==> src/srm_params.svh <==
`ifndef SRM_PARAMS_SVH
`define SRM_PARAMS_SVH

`define SRM_ADDR_W            7
`define SRM_SPI_ADDR_W        15
`define SRM_OFS_POS_LO        7'h2C
`define SRM_OFS_POS_MID       7'h2D
`define SRM_OFS_POS_HI        7'h2E
`define SRM_OFS_FS_A_LO       7'h30
`define SRM_OFS_FS_A_HI       7'h31
`define SRM_OFS_FS_B_LO       7'h32
`define SRM_OFS_FS_B_HI       7'h33
`define SRM_OFS_REF_BYPASS    7'h38
`define SRM_OFS_MARKER_CTRL   7'h3B
`define SRM_FS_RESET          16'hA000
`define SRM_FS_MIN_RECOMMEND  16'h2000
`define SRM_CTRL_RESET        8'h00
`define SRM_BIT_REF_BYPASS    0
`define SRM_BIT_MARKER_RECV   0
`define SRM_BIT_MARKER_DC     1
`define SRM_POS_W             24
`define SRM_SPI_FRAME_BITS    24
`define SRM_SPI_HEAD_BITS     16
`define SRM_POS_RESET         24'h000000

`endif

==> src/srm_pkg.sv <==
package srm_pkg;
	typedef logic [7:0]  srm_byte_t;
	typedef logic [15:0] srm_fs_t;
	typedef logic [23:0] srm_pos_t;
	typedef logic [6:0]  srm_addr_t;
	typedef enum logic [2:0]
	{
		SRM_IDLE = 3'b001,
		SRM_HEAD = 3'b010,
		SRM_DATA = 3'b100
	} srm_spi_state_t;
endpackage : srm_pkg

==> src/srm_spi_slave.sv <==
`timescale 1ns/10ps
`include "srm_params.svh"

// serial port: 24-bit frame, r/w bit, 15-bit address, 8 data bits, msb first.
// spi pins are oversampled by clk; sclk must be slower than clk/4.
module srm_spi_slave
	import srm_pkg::*;
(
	input  wire logic           clk,
	input  wire logic           sys_rst,
	input  wire logic           clk_en,
	input  wire logic           spi_cs_n,
	input  wire logic           spi_sclk,
	input  wire logic           spi_sdi,
	input  wire srm_pkg::srm_byte_t rd_data,
	output logic                spi_sdo,
	output logic                spi_sdo_oe,
	output srm_pkg::srm_addr_t  acc_addr,
	output logic                acc_addr_ok,
	output logic                wr_stb,
	output srm_pkg::srm_byte_t  wr_data
);
	import srm_pkg::*;

	logic [1:0]     cs_sync;
	logic [2:0]     sclk_sync;
	logic [1:0]     sdi_sync;
	logic [4:0]     bit_cnt;
	logic [22:0]    shift_in;
	logic           rd_mode;
	srm_byte_t      shift_out;
	srm_spi_state_t state;
	logic           rise;
	logic           fall;
	logic           cs_act;

	// bits [0] are first sync stages and are read only by stage [1]
	always_ff @(posedge clk or posedge sys_rst)
		if (sys_rst)
		begin
			cs_sync   <= 2'h3;
			sclk_sync <= 3'h0;
			sdi_sync  <= 2'h0;
		end
		else if (clk_en)
		begin
			cs_sync   <= {cs_sync[0], spi_cs_n};
			sclk_sync <= {sclk_sync[1:0], spi_sclk};
			sdi_sync  <= {sdi_sync[0], spi_sdi};
		end

	assign rise   = sclk_sync[1] & ~sclk_sync[2];
	assign fall   = ~sclk_sync[1] & sclk_sync[2];
	assign cs_act = ~cs_sync[1];

	always_ff @(posedge clk or posedge sys_rst)
		if (sys_rst)
		begin
			state       <= SRM_IDLE;
			bit_cnt     <= 5'h0;
			shift_in    <= 23'h0;
			rd_mode     <= 1'b0;
			shift_out   <= 8'h0;
			acc_addr    <= 7'h0;
			acc_addr_ok <= 1'b0;
			wr_stb      <= 1'b0;
			wr_data     <= 8'h0;
			spi_sdo     <= 1'b0;
			spi_sdo_oe  <= 1'b0;
		end
		else if (clk_en)
		begin
			wr_stb <= 1'b0;
			if (!cs_act)
			begin
				state      <= SRM_IDLE;
				bit_cnt    <= 5'h0;
				spi_sdo_oe <= 1'b0;
			end
			else
			begin
				case (state)
					SRM_IDLE:
						state <= SRM_HEAD;
					SRM_HEAD:
						if (rise)
						begin
							shift_in <= {shift_in[21:0], sdi_sync[1]};
							bit_cnt  <= bit_cnt + 5'h1;
							if (bit_cnt == 5'(`SRM_SPI_HEAD_BITS - 1))
							begin
								rd_mode     <= shift_in[14];
								acc_addr    <= {shift_in[5:0], sdi_sync[1]};
								// upper address bits must be zero to hit the bank
								acc_addr_ok <= (shift_in[13:6] == 8'h0);
								state       <= SRM_DATA;
							end
						end
					SRM_DATA:
						if (rise)
						begin
							shift_in <= {shift_in[21:0], sdi_sync[1]};
							bit_cnt  <= bit_cnt + 5'h1;
							// each data byte is its own access
							if (bit_cnt == 5'(`SRM_SPI_FRAME_BITS - 1))
							begin
								wr_stb  <= ~rd_mode & acc_addr_ok;
								wr_data <= {shift_in[6:0], sdi_sync[1]};
								state   <= SRM_HEAD;
								bit_cnt <= 5'h0;
							end
						end
						else if (fall)
						begin
							if (bit_cnt == 5'(`SRM_SPI_HEAD_BITS))
							begin
								spi_sdo    <= rd_data[7];
								shift_out  <= {rd_data[6:0], 1'b0};
								spi_sdo_oe <= rd_mode;
							end
							else
							begin
								spi_sdo   <= shift_out[7];
								shift_out <= {shift_out[6:0], 1'b0};
							end
						end
					default:
						state <= SRM_IDLE;
				endcase
			end
		end
endmodule : srm_spi_slave

==> src/srm_regs.sv <==
`timescale 1ns/10ps
`include "srm_params.svh"

module srm_regs
	import srm_pkg::*;
(
	input  wire logic              clk,
	input  wire logic              sys_rst,
	input  wire logic              clk_en,
	input  wire logic              spi_cs_n,
	input  wire logic              spi_sclk,
	input  wire logic              spi_sdi,
	input  wire srm_pkg::srm_pos_t sync_capture_position,
	input  wire logic              sync_position_valid,
	output logic                   spi_sdo,
	output logic                   spi_sdo_oe,
	output srm_pkg::srm_fs_t       input_a_full_scale,
	output srm_pkg::srm_fs_t       input_b_full_scale,
	output logic                   reference_bypass,
	output logic                   marker_receiver_enable,
	output logic                   marker_dc_coupled_enable,
	output logic                   range_changed
);
	import srm_pkg::*;

	srm_addr_t acc_addr;
	logic      acc_addr_ok;
	logic      wr_stb;
	srm_byte_t wr_data;
	srm_byte_t rd_data;
	srm_pos_t  pos_hold;

	srm_spi_slave u_spi
	(
		.clk         (clk),
		.sys_rst     (sys_rst),
		.clk_en      (clk_en),
		.spi_cs_n    (spi_cs_n),
		.spi_sclk    (spi_sclk),
		.spi_sdi     (spi_sdi),
		.rd_data     (rd_data),
		.spi_sdo     (spi_sdo),
		.spi_sdo_oe  (spi_sdo_oe),
		.acc_addr    (acc_addr),
		.acc_addr_ok (acc_addr_ok),
		.wr_stb      (wr_stb),
		.wr_data     (wr_data)
	);

	// status is held from the windowing logic (same clock) on each valid while clk_en is high, so a read can be torn
	// between bytes if a valid lands between them; no reset value is defined, zero is used for determinism
	always_ff @(posedge clk or posedge sys_rst)
		if (sys_rst)
			pos_hold <= `SRM_POS_RESET;
		else if (clk_en && sync_position_valid)
			pos_hold <= sync_capture_position;

	always_ff @(posedge clk or posedge sys_rst)
		if (sys_rst)
		begin
			input_a_full_scale <= `SRM_FS_RESET;
			input_b_full_scale <= `SRM_FS_RESET;
			range_changed      <= 1'b0;
		end
		else if (clk_en)
		begin
			range_changed <= 1'b0;
			if (wr_stb)
			begin
				// any code is stored; codes below the recommended floor are accepted
				case (acc_addr)
					`SRM_OFS_FS_A_LO:
					begin
						input_a_full_scale[7:0] <= wr_data;
						range_changed           <= 1'b1;
					end
					`SRM_OFS_FS_A_HI:
					begin
						input_a_full_scale[15:8] <= wr_data;
						range_changed            <= 1'b1;
					end
					`SRM_OFS_FS_B_LO:
					begin
						input_b_full_scale[7:0] <= wr_data;
						range_changed           <= 1'b1;
					end
					`SRM_OFS_FS_B_HI:
					begin
						input_b_full_scale[15:8] <= wr_data;
						range_changed            <= 1'b1;
					end
					default:
						range_changed <= 1'b0;
				endcase
			end
		end

	// reserved bits are not stored, so they always read back as zero
	always_ff @(posedge clk or posedge sys_rst)
		if (sys_rst)
		begin
			reference_bypass         <= 1'b0;
			marker_receiver_enable   <= 1'b0;
			marker_dc_coupled_enable <= 1'b0;
		end
		else if (clk_en && wr_stb)
		begin
			if (acc_addr == `SRM_OFS_REF_BYPASS)
				reference_bypass <= wr_data[`SRM_BIT_REF_BYPASS];
			if (acc_addr == `SRM_OFS_MARKER_CTRL)
			begin
				marker_receiver_enable   <= wr_data[`SRM_BIT_MARKER_RECV];
				marker_dc_coupled_enable <= wr_data[`SRM_BIT_MARKER_DC];
			end
		end

	always_comb
	begin
		rd_data = 8'h0;
		if (acc_addr_ok)
		begin
			case (acc_addr)
				`SRM_OFS_POS_LO:      rd_data = pos_hold[7:0];
				`SRM_OFS_POS_MID:     rd_data = pos_hold[15:8];
				`SRM_OFS_POS_HI:      rd_data = pos_hold[23:16];
				`SRM_OFS_FS_A_LO:     rd_data = input_a_full_scale[7:0];
				`SRM_OFS_FS_A_HI:     rd_data = input_a_full_scale[15:8];
				`SRM_OFS_FS_B_LO:     rd_data = input_b_full_scale[7:0];
				`SRM_OFS_FS_B_HI:     rd_data = input_b_full_scale[15:8];
				`SRM_OFS_REF_BYPASS:  rd_data = {7'h0, reference_bypass};
				`SRM_OFS_MARKER_CTRL:
					rd_data = {6'h0, marker_dc_coupled_enable, marker_receiver_enable};
				default:              rd_data = 8'h0;
			endcase
		end
	end
endmodule : srm_regs

==> config.mk <==
export PLATFORM = sky130hd
export DESIGN_NAME = srm_regs
export DESIGN_NICKNAME = d
export VERILOG_FILES = /design/src/srm_pkg.sv /design/src/srm_spi_slave.sv /design/src/srm_regs.sv
export VERILOG_INCLUDE_DIRS = /design/src
export SDC_FILE = /design/constraint.sdc
export NUM_CORES = 1
export LEC_CHECK = 0
export BUFFER_PORTS_ARGS = -buffer_cell sky130_fd_sc_hd__buf_2
export CAP_MARGIN = 5
export CORE_MARGIN = 2
export CORE_UTILIZATION = 29
export DETAILED_ROUTE_END_ITERATION = 8
export GPL_ROUTABILITY_DRIVEN = 0
export GPL_TIMING_DRIVEN = 0
export PLACE_DENSITY = 0.5
export SLEW_MARGIN = 20
export SYNTH_ARGS = -nofsm -noshare
export SYNTH_HDL_FRONTEND = slang
export SYNTH_SLANG_ARGS = --single-unit
==> constraint.sdc <==
create_clock -name clk -period 5.9 [get_ports clk]
set_clock_uncertainty 0.1 [all_clocks]
set_input_delay 1.475 -clock clk [delete_from_list [all_inputs] [get_ports clk]]
set_output_delay 1.475 -clock clk [all_outputs]
set_load 0.005 [all_outputs]
Yosys cells after proc, flatten, opt, wreduce, memory -nomap -nowiden --
Index checks and enable logic that the tools add are counted.
Word-level totals: register bits after elaboration 118, input bits 31, word-level logic and storage cells 100
Operators by class: $add $sub $neg 1, eq/ne operators 20, mux-type cells 26, bitwise gates (word level) 8, reduce and logical (&&, ||, !) cells 22
Operators by type and width (count):
- one-hot mux 8 bit (9 select lines) | 1
- == test 7 x 6 -> 1 bit, second input constant | 9
- AND reduction 5 bit | 5
- two-way mux 5 bit | 4
- two-way mux 8 bit | 2
- two-way mux 3 bit | 5
- two-way mux 1 bit | 12
- inequality test 3 x 1 -> 1 bit, second input constant | 4
- AND reduction 3 bit | 4
- == test 5 bit, second input constant | 2
- one-hot mux 5 bit (2 select lines) | 1
- one-hot mux 3 bit (3 select lines) | 1
- zero test 8 bit | 1
- AND reduction 4 bit | 2
- nonzero test 2 bit | 3
- adder 5 x 1 -> 5 bit, second input constant | 1
- == test 5 x 4 -> 1 bit, second input constant | 1
- NOT 1 bit | 5
- AND reduction 2 bit | 2
- OR reduction 4 bit | 1
- AND 1 bit | 3
- == test 3 x 1 -> 1 bit, second input constant | 1
- == test 3 x 2 -> 1 bit, second input constant | 1
- == test 3 bit, second input constant | 1
- 4 further kinds | 5

Depth between registers and ports, before layout --
word-level depth 6, depth in mapped cells 7, mapped depth without buffers 7

Cells and area by module --
Synthesis repeated with hierarchy kept, for this count alone.
Unflattened totals: cell total of the unflattened synthesis 409, area, all modules 5420.2 um^2
Modules (own cells, without submodules):
- srm_regs | times used 1, cells an instance 213, area an instance 2891.5 um^2
- srm_spi_slave | times used 1, cells an instance 196, area an instance 2528.7 um^2

Least setup slack after synthesis --
No wires, ideal clock.
path type input-to-reg, start input port clk_en, end register u_spi.shift_in[0], arrival 2559 ps, required time 5675 ps, slack 3116 ps, cell stages on the path 5, path buffers 2, path through and4bb_1 -> nor3b_1 -> buf_2 -> buf_4 -> mux2_2
On the way: cells in the longest elaborated chain, start to end 1
RTL lines:
- start, declared | RTL line srm_regs.sv:9 | input wire logic clk_en,
- AND reduction 4 bit (no source line)
- end signal, assigned | RTL line srm_spi_slave.sv:88 | shift_in <= {shift_in[21:0], sdi_sync[1]};
- end signal, assigned | RTL line srm_spi_slave.sv:102 | shift_in <= {shift_in[21:0], sdi_sync[1]};
- end, declared | RTL line srm_spi_slave.sv:29 | logic [22:0] shift_in;
Every way passes these cells. A chain may end at the register's enable or synchronous reset.

Final worst setup path --
start input port clk_en, end register u_spi.shift_in[4]
The elaborated chain is that of the path after synthesis.

==> Flow_metrics.wiki <==
{| class="wikitable"
! Metric !! Value
|-
| Hold Crit Endpoint || u_spi.shift_in[14]
|-
| Number of setup violations in the final report || 0
|-
| Primary flip-flop cell chosen by synthesis mapping || sky130_fd_sc_hd__dfrtp_1
|-
| Met2 global-route usage || 0.2098
|-
| Met1 track utilization from global routing || 0.1898
|-
| Num rows || 50
|-
| Number of antenna violations at the first check in global routing || 0
|-
| Via count of the first global-routing pass || 3770
|-
| Final hold violation count || 0
|-
| Post-synthesis cell type with the largest combined area || sky130_fd_sc_hd__dfrtp_1
|-
| Post-route insts no fill || 739
|-
| Number of clock buffers inserted by TritonCTS || 17
|-
| Routed length per placed instance || 17.70 µm
|-
| Worst IR drop on VDD || 188.5 µV
|-
| Post-detailed-placement half-perimeter wirelength || 9141 µm
|-
| Maximum number of pins on one net before global-route repair || slightly above 80
|-
| Clk_lat worst skew || 0.41 ns
|-
| Count of H-tree levels built during CTS || 4
|-
| Avg Vias per Cell || 4.893
|-
| Diode insertion count for antenna repair || 0
|-
| Global route total overflow || 0
|-
| Clock period minus final worst setup slack || just under 3 ns
|-
| Unrepaired setup endpoints after global routing || false
|-
| Number of pins with negative max-slew slack in the final report || 0
|-
| Global-route wire length before repair || 21070 µm
|-
| Core Box Area || 0.01864 mm²
|-
| Maximum count of clock buffers along a single path || 2
|-
| Number of nets in the layout || 527
|-
| Ys async rst share || 1.000
|-
| Area share of fa/ha/maj cells after synthesis || 0.006846
|-
| Worst R2R Start || u_spi.acc_addr[2]
|-
| Total DRC errors in the routed layout || 0
|-
| Dpl cells || 708
|-
| Share of the synthesized area in compound gates (AO/OA/AOI/OAI) || 0.07850
|-
| Worst-path cell chain || buf_2 > and4bb_1 > nor3b_1 > buf_2 > buf_4 > mux2_2
|-
| Vias after detailed routing || 3616
|-
| Worst Path Required || 6.09 ns
|-
| Number of cells on the worst hold path || 1
|-
| Highest clock rate || 344.9 MHz
|-
| Synthesized area || 0.005483 mm²
|-
| Xor and xnor fraction of the mapped netlist area || 0.001597
|-
| Count of flip-flops with a built-in enable after synthesis || 0
|-
| Period Utilization, post-route || 0.4915
|-
| Slowest stage delay, CP || 0.34 ns
|-
| Port Buf Inserts || 68
|-
| Layer carrying the most global-route usage || met2
|-
| Yosys top cell area share || 0.5021
|-
| Simple-gate share of the synthesized area || 0.1011
|-
| Worst Path Buf+Inv || 3
|-
| Worst reg2reg path depth || 4
|-
| Worst reg2reg endpoint || input_b_full_scale[7]
|-
| Register area share after synthesis || 0.5356
|-
| Largest fanout on the critical path || 10
|-
| Most numerous cell types in the synthesized netlist || sky130_fd_sc_hd__dfrtp_1, sky130_fd_sc_hd__mux2_2, sky130_fd_sc_hd__mux2i_1, sky130_fd_sc_hd__a21oi_1, sky130_fd_sc_hd__buf_2
|-
| Largest cells by area after synthesis || sky130_fd_sc_hd__dfrtp_1, sky130_fd_sc_hd__mux2_2, sky130_fd_sc_hd__dfstp_2, sky130_fd_sc_hd__mux4_2, sky130_fd_sc_hd__mux2i_1
|-
| Worst hold start || u_spi.shift_in[14]
|-
| Crit. End Element || register
|-
| Die outline height || 141.5 µm
|-
| Signed area change from the synthesized netlist to the final layout || 22.20%
|-
| Kind of path behind the tightest hold check || reg2reg
|-
| Result of the run || complete, no violations
|-
| Arrival time worst endpoint || 3.09 ns
|-
| Starting DRT DRC Count || 238
|-
| Cell family with the largest share of critical-path delay || buffers and inverters
|-
| Multiplexer share of the synthesized area || 0.2476
|-
| Die footprint || between 0.02 and 0.025 mm²
|-
| Critical path type || in2reg
|-
| Buffers inserted during post-CTS setup optimization || 0
|-
| TritonCTS sink count || 117
|-
| Clock tree root buffer cell || sky130_fd_sc_hd__clkbuf_16
|-
| Kind of start point of the critical path || input port
|-
| Share of final-layout standard cells stronger than drive strength 1 || 0.4614
|-
| Clock transition at the registers of the reported paths || 0.05 ns
|-
| Combined global-route utilization of all metal layers || 0.1382
|-
| Initial core utilization || 0.2941
|-
| Rel. slew slack || 0.5650
|-
| Aggregate negative setup slack || 0 ns
|-
| Worst Tran Pin Value || 0.6525 ns
|-
| Number of buffers inserted for hold repair after clock tree synthesis || 0
|-
| Clock tree from TritonCTS || built
|-
| Most repeated library cell on the critical path || sky130_fd_sc_hd__buf_2
|-
| Top-count cell post-synth || sky130_fd_sc_hd__dfrtp_1
|-
| Mapped Nets || 439
|-
| Cells after Synth || roughly 410
|-
| Dominant combinational cell family by area after synthesis || multiplexers
|-
| Synth warn || 0
|-
| PwrDens || 303.0 mW/mm²
|-
| Flop2flop setup slack || between 3 and 4 ns
|-
| Drt first pass iters || 4
|-
| Die width || ~140 µm
|-
| Post-route antenna net violation count || 0
|-
| Met3 capacity usage during global routing || 0.03476
|-
| IO Count || 69
|-
| Number of register bits inferred by synthesis || 117
|-
| Total wire length || 13080 µm
|-
| Resized Gates After CTS || 0
|-
| Synth cell types || 59
|-
| Max Cap Viol || 0
|-
| Slowest-stage cell, CP || sky130_fd_sc_hd__mux2_2
|-
| Leakage power of the design || roughly 3.0 nW
|-
| Syn Area/Cell || 13.54 µm²
|-
| Fin Hold WS || 0.3893 ns
|}
stage by stage:
step                utilization  total power, mW  cell area, µm²  setup WS (ns)
finish                   0.3594            2.030            6700          3.000
global route             0.3594            2.123            6700          2.875
CTS                      0.3594            2.060            6700          2.959
detailed placement       0.3298            1.079            6148          2.545
global placement         0.3281            1.070            6116        -0.1938
floorplan                     -            1.024            5483          1.236
sequential cells by signal, summed over array words and instances, names as in the netlist:
name                      flops
input_b_full_scale           16
u_spi.cs_sync                 2
u_spi.rd_mode                 1
marker_receiver_enable        1
u_spi.shift_out               7
u_spi.spi_sdo_oe              1
marker_dc_coupled_enable      1
range_changed                 1
input_a_full_scale           16
u_spi.shift_in               15
pos_hold                     24
u_spi.wr_stb                  1
u_spi.bit_cnt                 5
u_spi.state                   3
reference_bypass              1
u_spi.spi_sdo                 1
u_spi.sdi_sync                2
u_spi.sclk_sync               3
u_spi.acc_addr_ok             1
u_spi.wr_data                 8
u_spi.acc_addr                7
cells by family (layout without fill, tap and decap cells):
logic type	after synthesis	count (layout)
adder cells (fa/ha/maj)	3	3
AO/OA/AOI/OAI	62	62
XOR/XNOR	1	1
multiplexers	116	116
flip-flops	117	117
buffers and inverters	33	133
AND/OR/NAND/NOR	73	73
cell type report:
type,count,area (µm²)
timing repair buffer,69,367.9
clock buffer,21,440.4
clock inverter,10,111.4
multi-input combinational,255,2389
fill,1849,11940
sequential,117,2937
buffer,22,116.4
tap,234,292.8
inverter,11,46.29
cells in the final DEF, fill, tap and decap left out, types with 7 or more instances in the layout:
cell type	n
sky130_fd_sc_hd__dfrtp_1	110
sky130_fd_sc_hd__nand2_1	8
sky130_fd_sc_hd__o21ai_0	10
sky130_fd_sc_hd__mux2_2	96
sky130_fd_sc_hd__o2bb2ai_1	9
sky130_fd_sc_hd__clkbuf_16	17
sky130_fd_sc_hd__a21oi_1	12
sky130_fd_sc_hd__clkbuf_1	10
sky130_fd_sc_hd__dfstp_2	7
sky130_fd_sc_hd__inv_1	10
sky130_fd_sc_hd__buf_2	80
sky130_fd_sc_hd__a22oi_1	9
sky130_fd_sc_hd__mux2i_1	13
sky130_fd_sc_hd__nor2_1	8
worst max-delay path by stage:
| stage | startpoint | end | cells after the start |
|---|---|---|---|
| floorplan | sys_rst | input_a_full_scale[0] | 1 |
| global placement | sys_rst | pos_hold[19] | 2 |
| detailed placement | clk_en | u_spi.shift_in[4] | 6 |
| CTS | clk_en | u_spi.shift_in[4] | 6 |
| global route | clk_en | u_spi.shift_in[4] | 6 |
| finish | clk_en | u_spi.shift_in[4] | 6 |
report_power, final:
| part | switching, mW | internal (mW) |
|---|---|---|
| Sequential | 0.0353 | 0.854 |
| Clock | 0.350 | 0.615 |
| Combinational | 0.0932 | 0.0827 |
layer usage:
| layer | up-vias | share of wire |
|---|---|---|
| met5 | - | 0 |
| met4 | 0 | 0.014 |
| met3 | 10 | 0.033 |
| met2 | 56 | 0.46 |
| met1 | 1846 | 0.49 |
| li1 | 1704 | - |
(Power assumes the default switching activity.)
